### src/adc_ctl_pkg.sv
// Purpose: shared constants for the tracking converter control block
// Assumes: 32-bit avalon-mm register bus, byte addresses
// Notes: frame lengths count data bits plus the parity bit
package adc_ctl_pkg;
    localparam int CNT_W = 10;
    localparam int ADDR_W = 4;
    localparam int FRAME_W = 11;
    // frame lengths: data bits plus parity
    localparam logic [3:0] BITS_SHORT = 4'h9;
    localparam logic [3:0] BITS_LONG = 4'hB;
    localparam logic [9:0] CNT_MIN = 10'h000;
    localparam logic [9:0] CNT_MAX = 10'h3FF;
    // register byte offsets
    localparam logic [3:0] OFF_CTRL = 4'h0;
    localparam logic [3:0] OFF_STATUS = 4'h4;
    localparam logic [3:0] OFF_IRQ_STAT = 4'h8;
    localparam logic [3:0] OFF_IRQ_MASK = 4'hC;
    // control register fields
    localparam int CTRL_RUN_BIT = 0;
    localparam int CTRL_LOAD_BIT = 1;
    localparam int CTRL_XMIT_BIT = 2;
    localparam logic CTRL_RUN_RST = 1'b1;
    // status register fields
    localparam int ST_AVAIL_BIT = 16;
    localparam int ST_BUSY_BIT = 17;
    localparam int ST_PEND_BIT = 18;
    // interrupt event bits
    localparam int EV_W = 3;
    localparam int EV_DONE = 0;
    localparam int EV_LIMIT = 1;
    localparam int EV_LOADED = 2;
    localparam logic [2:0] MASK_RST = 3'h0;
    // synchronised pin index
    localparam int PIN_W = 5;
    localparam int PIN_DIR = 0;
    localparam int PIN_LOAD = 1;
    localparam int PIN_XMIT = 2;
    localparam int PIN_EVEN = 3;
    localparam int PIN_LEN8 = 4;
endpackage

### src/adc_tracking_counter_serial_tx.sv
// Purpose: tracking converter counter and serial transmitter control
// Assumes: both pin clocks far slower than clk, sampled and edge detected
// Notes: registers over avalon-mm, one level interrupt output
//
// How it works
// - ten-bit up/down counter holds the result
// - counts up when direction high, else down
// - skip count on direction change or load
// - counter holds at all zeros or ones
// - load pulse copies counter into transmitter
// - load during transmission waits until it ends
// - data valid high from load until sent
// - transmit pulse starts sending loaded data
// - eight or ten bits, parity, msb first
// - word-length select high sends eight bits
// - parity select high gives even parity
// - pulse chain of nine or eleven pulses
// - cascade high one transmitter clock at end
// - straight binary, bit one is msb
`timescale 1ns/100ps
module adc_tracking_counter_serial_tx (
    input wire logic clk, // 40 mhz system clock
    input wire logic nrst, // async reset, active low
    input wire logic ce, // clock enable, freezes state when low
    input wire logic cnt_clk_pin, // counter clock pin
    input wire logic tx_clk_pin, // transmitter clock pin
    input wire logic dir_up, // comparator, high counts up
    input wire logic load_in, // load request pulse
    input wire logic xmit_in, // transmit request pulse
    input wire logic even_par, // high selects even parity
    input wire logic len8, // high selects eight data bits
    output logic [adc_ctl_pkg::CNT_W-1:0] par_out, // counter, [9] msb
    output logic ser_out, // serial data
    output logic pulse_chain, // receiver bit clock
    output logic data_avail, // valid data in transmitter
    output logic cascade_out, // end of transmission strobe
    output logic irq, // level interrupt
    input wire logic [adc_ctl_pkg::ADDR_W-1:0] address, // byte address
    input wire logic read, // avalon read
    input wire logic write, // avalon write
    input wire logic [31:0] writedata, // avalon write data
    output logic [31:0] readdata, // avalon read data
    output logic waitrequest // avalon stall
);
    import adc_ctl_pkg::*;

    typedef struct packed {
        logic cclk_m;
        logic cclk_s;
        logic cclk_p;
        logic tclk_m;
        logic tclk_s;
        logic tclk_p;
        logic [PIN_W-1:0] pin_m;
        logic [PIN_W-1:0] pin_s;
        logic load_p;
        logic xmit_p;
        logic [CNT_W-1:0] cnt;
        logic dir_last;
        logic [FRAME_W-1:0] shreg;
        logic [3:0] bits_left;
        logic busy;
        logic avail;
        logic pend_load;
        logic pend_xmit;
        logic ser;
        logic pulse;
        logic casc;
        logic run;
        logic [EV_W-1:0] stat;
        logic [EV_W-1:0] mask;
        logic ack;
        logic [31:0] rdata;
    } state_t;

    state_t s_q, s_d;

    // decode used for both reads and writes
    function automatic logic hit(input logic [ADDR_W-1:0] a,
                                 input logic [ADDR_W-1:0] off);
        hit = (a == off);
    endfunction

    ////////////////////////////////////////////////////////////////////
    // pin edges and bus strobes
    logic cedge, trise, tfall, load_ev, xmit_ev, wr_ok, rd_go;
    logic load_now, start_now, cnt_inhibit;
    logic [CNT_W-1:0] dword;
    assign cedge = s_q.cclk_s & ~s_q.cclk_p;
    assign trise = s_q.tclk_s & ~s_q.tclk_p;
    assign tfall = ~s_q.tclk_s & s_q.tclk_p;
    assign wr_ok = write & s_q.ack;
    assign rd_go = read & ~s_q.ack;
    // load on rising edge of request
    assign load_ev = (s_q.pin_s[PIN_LOAD] & ~s_q.load_p)
        | (wr_ok & hit(address, OFF_CTRL) & writedata[CTRL_LOAD_BIT]);
    // transmit on rising edge, width ignored
    assign xmit_ev = (s_q.pin_s[PIN_XMIT] & ~s_q.xmit_p)
        | (wr_ok & hit(address, OFF_CTRL) & writedata[CTRL_XMIT_BIT]);
    // a load waits while a frame is on the wire
    assign load_now = (load_ev | s_q.pend_load) & ~s_q.busy;
    // a frame never starts in the cycle that reloads its data
    assign start_now = trise & s_q.pend_xmit & s_q.avail & ~s_q.busy
        & ~load_now;
    // skip on direction change or load
    assign cnt_inhibit = (s_q.pin_s[PIN_DIR] != s_q.dir_last) | load_now
        | ~s_q.run;
    // short word keeps the eight upper bits
    assign dword = s_q.shreg[FRAME_W-1:1];

    ////////////////////////////////////////////////////////////////////
    // next state
    always_comb begin
        s_d = s_q;
        // write one clears first, so an event set below wins
        if (wr_ok && hit(address, OFF_IRQ_STAT))
            s_d.stat = s_q.stat & ~writedata[EV_W-1:0];
        // two-flop synchronisers, first stage read only by second
        s_d.cclk_m = cnt_clk_pin;
        s_d.cclk_s = s_q.cclk_m;
        s_d.cclk_p = s_q.cclk_s;
        s_d.tclk_m = tx_clk_pin;
        s_d.tclk_s = s_q.tclk_m;
        s_d.tclk_p = s_q.tclk_s;
        s_d.pin_m = {len8, even_par, xmit_in, load_in, dir_up};
        s_d.pin_s = s_q.pin_m;
        s_d.load_p = s_q.pin_s[PIN_LOAD];
        s_d.xmit_p = s_q.pin_s[PIN_XMIT];

        // counter
        if (cedge) begin
            s_d.dir_last = s_q.pin_s[PIN_DIR];
            if (!cnt_inhibit) begin
                if (s_q.pin_s[PIN_DIR]) begin
                    if (s_q.cnt != CNT_MAX)
                        s_d.cnt = s_q.cnt + 10'h001;
                    else
                        s_d.stat[EV_LIMIT] = 1'b1;
                end else begin
                    if (s_q.cnt != CNT_MIN)
                        s_d.cnt = s_q.cnt - 10'h001;
                    else
                        s_d.stat[EV_LIMIT] = 1'b1;
                end
            end
        end

        // remember a load that arrives mid-frame
        if (load_ev && s_q.busy)
            s_d.pend_load = 1'b1;
        if (load_now) begin
            // copy the counter, mark data valid
            s_d.shreg = {s_q.cnt, 1'b0};
            s_d.avail = 1'b1;
            s_d.pend_load = 1'b0;
            s_d.stat[EV_LOADED] = 1'b1;
        end
        if (xmit_ev && !s_q.busy)
            s_d.pend_xmit = 1'b1;

        // transmitter on pin clock edges
        if (trise) begin
            s_d.pulse = 1'b0;
            s_d.casc = 1'b0;
        end
        if (start_now) begin
            s_d.busy = 1'b1;
            s_d.pend_xmit = 1'b0;
            if (s_q.pin_s[PIN_LEN8]) begin
                s_d.shreg = {dword[9:2],
                    ~(^dword[9:2] ^ s_q.pin_s[PIN_EVEN]), 2'b00};
                s_d.bits_left = BITS_SHORT;
            end else begin
                s_d.shreg = {dword, ~(^dword ^ s_q.pin_s[PIN_EVEN])};
                s_d.bits_left = BITS_LONG;
            end
            s_d.ser = s_d.shreg[FRAME_W-1];
        end else if (trise && s_q.busy) begin
            if (s_q.bits_left > 4'h1) begin
                s_d.shreg = {s_q.shreg[FRAME_W-2:0], 1'b0};
                s_d.ser = s_q.shreg[FRAME_W-2];
                s_d.bits_left = s_q.bits_left - 4'h1;
            end else begin
                s_d.busy = 1'b0;
                s_d.avail = 1'b0;
                s_d.ser = 1'b0;
                s_d.casc = 1'b1;
                s_d.stat[EV_DONE] = 1'b1;
            end
        end else if (tfall && s_q.busy) begin
            s_d.pulse = 1'b1;
        end

        // register bus, answer on second cycle
        s_d.ack = (read | write) & ~s_q.ack;
        if (rd_go) begin
            s_d.rdata = 32'h0000_0000;
            if (hit(address, OFF_CTRL))
                s_d.rdata[CTRL_RUN_BIT] = s_q.run;
            else if (hit(address, OFF_STATUS))
                s_d.rdata = {13'h0000, s_q.pend_load, s_q.busy,
                    s_q.avail, 6'h00, s_q.cnt};
            else if (hit(address, OFF_IRQ_STAT))
                s_d.rdata[EV_W-1:0] = s_q.stat;
            else if (hit(address, OFF_IRQ_MASK))
                s_d.rdata[EV_W-1:0] = s_q.mask;
        end
        if (wr_ok) begin
            if (hit(address, OFF_CTRL))
                s_d.run = writedata[CTRL_RUN_BIT];
            if (hit(address, OFF_IRQ_MASK))
                s_d.mask = writedata[EV_W-1:0];
        end
    end

    ////////////////////////////////////////////////////////////////////
    // state register, frozen while ce is low
    always_ff @(posedge clk or negedge nrst) begin
        if (!nrst) begin
            s_q <= '0;
            s_q.run <= CTRL_RUN_RST;
            s_q.mask <= MASK_RST;
        end else if (ce) begin
            s_q <= s_d;
        end
    end

    // straight binary, par_out[9] is bit one
    assign par_out = s_q.cnt;
    assign ser_out = s_q.ser;
    assign pulse_chain = s_q.pulse;
    assign data_avail = s_q.avail;
    assign cascade_out = s_q.casc;
    assign irq = |(s_q.stat & s_q.mask);
    assign readdata = s_q.rdata;
    assign waitrequest = (read | write) & ~s_q.ack;

    ////////////////////////////////////////////////////////////////////
    // checks: pulse count per frame kept only for the assertions
    logic [3:0] pc_q;
    logic f8_q;
    always_ff @(posedge clk or negedge nrst) begin
        if (!nrst) begin
            pc_q <= 4'h0;
            f8_q <= 1'b0;
        end else if (ce) begin
            if (start_now) begin
                pc_q <= 4'h0;
                f8_q <= s_q.pin_s[PIN_LEN8];
            end else if (s_d.pulse && !s_q.pulse) begin
                pc_q <= pc_q + 4'h1;
            end
        end
    end
endmodule
### config.mk
export PLATFORM = sky130hd
export DESIGN_NAME = adc_tracking_counter_serial_tx
export DESIGN_NICKNAME = d
export VERILOG_FILES = /design/src/adc_ctl_pkg.sv /design/src/adc_tracking_counter_serial_tx.sv
export SDC_FILE = /design/constraint.sdc
export NUM_CORES = 1
export LEC_CHECK = 0
export BUFFER_PORTS_ARGS = -buffer_cell sky130_fd_sc_hd__clkbuf_2
export CAP_MARGIN = 20
export CORE_ASPECT_RATIO = 0.9
export CORE_MARGIN = 3
export CORE_UTILIZATION = 58
export CTS_BUF_LIST = sky130_fd_sc_hd__clkbuf_16
export CTS_CLUSTER_SIZE = 10
export DETAILED_ROUTE_END_ITERATION = 7
export PLACE_DENSITY = 0.93
export SYNTH_ARGS = -nofsm -noshare
export SYNTH_HDL_FRONTEND = slang
export SYNTH_SLANG_ARGS = --single-unit
### constraint.sdc
create_clock -name clk -period 5.4 [get_ports clk]
set_clock_uncertainty 0.15 [all_clocks]
set_input_delay 1.35 -clock clk [delete_from_list [all_inputs] [get_ports clk]]
set_output_delay 1.35 -clock clk [all_outputs]
set_load 0.005 [all_outputs]
==> flow_results.org <==
** Die
- The initial utilization of the core area, before any placement, comes to between 60% and 70%.
- 96 I/O pins were placed.
- Die area :: roughly 8000 µm²
- The floorplan has 28 rows.
- Standard cell core area :: 6621 µm²
- Die W :: 93.46 µm
- Die Y :: roughly 85 µm

** Clocking
- Clock-pin slew was measured on the worst setup and hold paths at roughly 0.06 ns.
- Clock network latency to the later pin of the worst-skew pair :: roughly 0.33 ns
- Once the clock tree was built, the setup fixing pass inserted 0 buffers.
- CTS saw slightly above 70 sinks.
- The cell sitting at the root of the clock tree is a sky130_fd_sc_hd__clkbuf_16.
- The clock tree synthesis step divided the H-tree into 3 levels.
- The clock passes through at most 2 buffers.
- CTS Hold Bufs :: 0
- Buffers inserted during clock tree synthesis total 9.
- Gates resized during post-CTS repair numbered 0.
- TritonCTS built the clock tree.

** Power and ir drop
- In this run the power spent charging and discharging nets is approximately 780 µW.
- Max rail drop VDD :: between 0.3 and 0.4 mV
- Power comes to around 2200 µW.
- In this run the static leakage power is about 0.0021 µW.
- Internal power component :: 1436 µW
- For this design the ratio of total power to cell area is between 500 and 600 nW/µm².
- Clock group share of total power :: between 20% and 30%
- Fraction of power spent switching nets :: about a third
- In this run, flip-flops and latches consume about two fifths of the power.
- Logic gate share of total power :: 33.1%

** Global route
- Pin count of the biggest net entering global routing :: 43
- Met3 Use GR :: roughly 7%
- The number of global-route vias before repair was 2948.
- The initial antenna violation count is 0.
- In the global route stage, met1 resource usage came out at between 20% and 30%.
- Met2 layer usage reported by global route :: between 30% and 40%
- After global routing the overflow that remains totals 0.
- First-pass GRT wire length :: roughly 14 mm
- Overall Global Routing Usage :: a little under a quarter
- Most used routing layer :: met2

** Worst setup path
- STA puts the critical path data arrival time at approximately 3.5 ns.
- For this run, the slowest stage of the critical path takes 0.51 ns.
- On the critical path, the stage with the largest delay is an instance of sky130_fd_sc_hd__nor2_2.
- The critical path is of the in -> reg type.
- RR Endpoint :: par_out[9]
- Max Fanout on Critical Path :: 24
- Number of cell instances on the worst register-to-register path :: 8
- The critical path contains buffers and inverters numbering 2 combined.
- Critical path's top delay family :: simple AND/OR/NAND/NOR gates
- Beginning of the worst register-to-register path :: s_q[75]
- The critical path goes through clkbuf_2 > inv_1 > nor3b_1 > o2111ai_2 > nor2_2 > mux2_2.
- Critical path endpoint category :: flop
- Endpoint required time on the critical path :: 5.46 ns
- Worst-case register-to-register setup slack :: between 2 and 3 ns
- The worst setup path is launched from an input port.
- Timing startpoint of the critical path :: ce

** Synth
- The biggest area contributor in the post-synthesis netlist is sky130_fd_sc_hd__dfrtp_1.
- After synthesis, flip-flops and latches occupy between 40% and 50% of the total area.
- Post-synth top area share :: between 40% and 50%
- After technology mapping, the gate count stands at 380.
- Each instance of the synthesized netlist takes up on average about 11 µm².
- Main flop type after synthesis :: sky130_fd_sc_hd__dfrtp_1
- Summing the areas of all and, or, nand and nor instances in the mapped netlist gives between 10% and 20% of the synthesized area.
- After synthesis, the largest family of logic cells by area is compound AO/OA/AOI/OAI gates.
- Count of warnings emitted by yosys :: 0
- Share of cell area taken by muxes after synthesis :: between 10 and 15%
- Adder-cell share of the synthesized area :: 3.635%
- Count of unique library cells instantiated by Yosys :: 51
- Async SR Flop Fraction :: 100.0%
- Summing the areas of all compound-gate instances in the mapped netlist gives a little over an eighth of the synthesized area.
- In this run the cell area of the synthesized design comes to between 3000 and 4000 µm².
- Number of synthesized flops with an enable pin :: 0
- Area contributors post-synth :: sky130_fd_sc_hd__dfrtp_1 (45%), sky130_fd_sc_hd__buf_4 (8.5%), sky130_fd_sc_hd__mux2_2 (7.6%)
- Counting flops and latches in the post-synthesis netlist gives a little over 70.
- Summing the areas of all xor and xnor instances in the mapped netlist gives under 10% of the synthesized area.

** Placed design
- Total instance count after detailed placement :: between 400 and 500
- Routability-driven placement congestion ratio :: about 0.85
- Dpl hpwl :: 5.885 mm
- Placed cell area :: roughly 4000 µm²
- Port-buffer cells :: 47

** Routing
- For this block, the routed nets add up to about 8.4 mm of wire.
- The first detailed-routing pass took 7 iterations.
- Antenna-violating nets left :: 0
- Dividing the detail-routed wire length by the instance count gives about 17 µm.
- The detailed router finished its first iteration with 187 violations.
- Final routed DRC violation total :: 0
- DR vias :: approximately 2900
- Dividing the detail-routed via count by the number of cells gives approximately 5.9.

** Timing
- Fmax :: just under 0.3 GHz
- In the final timing run, aggregate negative setup slack is 0 ns.
- Final critical-path share of the clock period :: between 60 and 70%
- Final setup violation count :: 0
- The hold violation count in the final report was 0.
- Measured against its own limit, the worst slew margin works out to between 40% and 50%.
- For the pin with the worst max-slew slack, the measured transition is approximately 0.83 ns.
- Crit path time final :: ~3.5 ns
- Unrepaired setup endpoints after global routing :: no
- Total count of max-transition violations in the final report :: 0

** Status
- Result of the run :: finished clean

** Finish
- Counting the fill cells in the layout gives 483.
- Relative area change from synthesis to final layout :: 9.433%
- Finished Cell Area :: 4369 µm²
- The top cell types in the final layout, fill and taps aside, are sky130_fd_sc_hd__dfrtp_1 (71), sky130_fd_sc_hd__clkbuf_2 (46), sky130_fd_sc_hd__nand2_1 (36).
- Summing all multi-input logic gate instances after layout gives around 1800 µm².
- The library cell used most frequently in the layout, excluding fill and tap cells, is sky130_fd_sc_hd__dfrtp_1.
- Final nets :: 463
- Non-filler cells, final :: ~500
- Share of layout cells above drive strength 1 :: 24.94%
- Number of diodes :: 0
- Across the whole layout, storage elements account for 1803 µm².
- Final core utilization :: between 60% and 70%

** Min path
- Hold-critical path endpoint :: readdata[1]
- The min-delay analysis places its worst path in the category reg -> reg.
- Counting instances, the worst hold path has a depth of 2.
- Launch instance of the worst min-delay path :: readdata[1]

** Flow run
- Maximum capacitance violations :: 0
-- tightest hold or removal path: stages, from the launching register on --
cell                      delay, ns
sky130_fd_sc_hd__dfrtp_1       0.34
sky130_fd_sc_hd__nand2_1       0.05
sky130_fd_sc_hd__o21ai_0       0.06
-- layer usage --
metal	routed length (µm)	part of all wire, %
met1	3524	42
met3	524	6.3
met5	0	0
met2	4137	50
met4	166	2.0
-- power by group through the flow --
stage	combinational (µW)	clock, µW	sequential, µW
after floorplan	629	0	789
after global placement	687	0	843
after detailed placement	731	0	854
after CTS	737	641	846
after global routing	826	669	872
final	734	633	849
-- cells in the mapped netlist (2+ instances only) --
cell and number:
sky130_fd_sc_hd__nand4_1 5, sky130_fd_sc_hd__nand2b_1 2, sky130_fd_sc_hd__a31oi_1 2, sky130_fd_sc_hd__xnor2_1 17, sky130_fd_sc_hd__inv_1 11, sky130_fd_sc_hd__o31ai_1 3
sky130_fd_sc_hd__o21a_1 4, sky130_fd_sc_hd__nor4_1 6, sky130_fd_sc_hd__buf_4 45, sky130_fd_sc_hd__and4b_1 2, sky130_fd_sc_hd__nor2b_1 5, sky130_fd_sc_hd__mux2_2 27
sky130_fd_sc_hd__nand3_1 4, sky130_fd_sc_hd__xor2_1 3, sky130_fd_sc_hd__buf_2 2, sky130_fd_sc_hd__a21oi_1 13, sky130_fd_sc_hd__dfrtp_1 71, sky130_fd_sc_hd__mux2i_1 11
sky130_fd_sc_hd__clkbuf_1 6, sky130_fd_sc_hd__ha_1 10, sky130_fd_sc_hd__nor3_1 9, sky130_fd_sc_hd__nand2_1 36, sky130_fd_sc_hd__nor2_1 14, sky130_fd_sc_hd__a21o_1 4
sky130_fd_sc_hd__a22o_1 12, sky130_fd_sc_hd__nor2_2 2, sky130_fd_sc_hd__o21ai_0 26, sky130_fd_sc_hd__a22oi_1 4, sky130_fd_sc_hd__o21bai_1 2
-- layout make-up --
class,count,share of cell area (%)
Clock buffer,9,5.155
Inverter,11,0.9450
Sequential cell,72,41.27
Timing Repair Buffer,49,5.727
Clock inverter,7,2.205
Multi-Input combinational cell,261,42.12
Tap cell,90,2.577
-- cells by family after synthesis --
kind of cell / after synthesis
other: 1
buffers and inverters: 65
AOI/OAI and AO/OA: 78
adders and majority gates: 11
DFF: 72
muxes: 40
and+or+nand+nor: 93
xor gates and xnor gates: 20
-- stage by stage --
step | hold WS, ns | worst slack, ns
after floorplan | 0.2978 | 2.262
after global placement | 0.3120 | 1.700
after detailed placement | 0.3224 | 1.625
after CTS | 0.3345 | 1.953
after global routing | 0.3653 | 1.798
final | 0.3327 | 1.934
-- worst max path at each step --
| stage | to | slack [ns] | cells after the start |
|---|---|---|---|
| final | par_out[4] | 1.93 | 6 |
| after global routing | par_out[4] | 1.80 | 6 |
| after CTS | par_out[4] | 1.95 | 6 |
| after detailed placement | par_out[4] | 1.63 | 6 |
| after global placement | par_out[6] | 1.70 | 6 |
| after floorplan | par_out[4] | 2.26 | 7 |
-- registers in the layout (all words and copies together) (netlist names) --
register / flops
cascade_out: 1
data_avail: 1
dword: 10
par_out: 10
pulse_chain: 1
readdata: 13
s_d: 11
s_q: 24
ser_out: 1
Power figures use the tool's default switching activity.
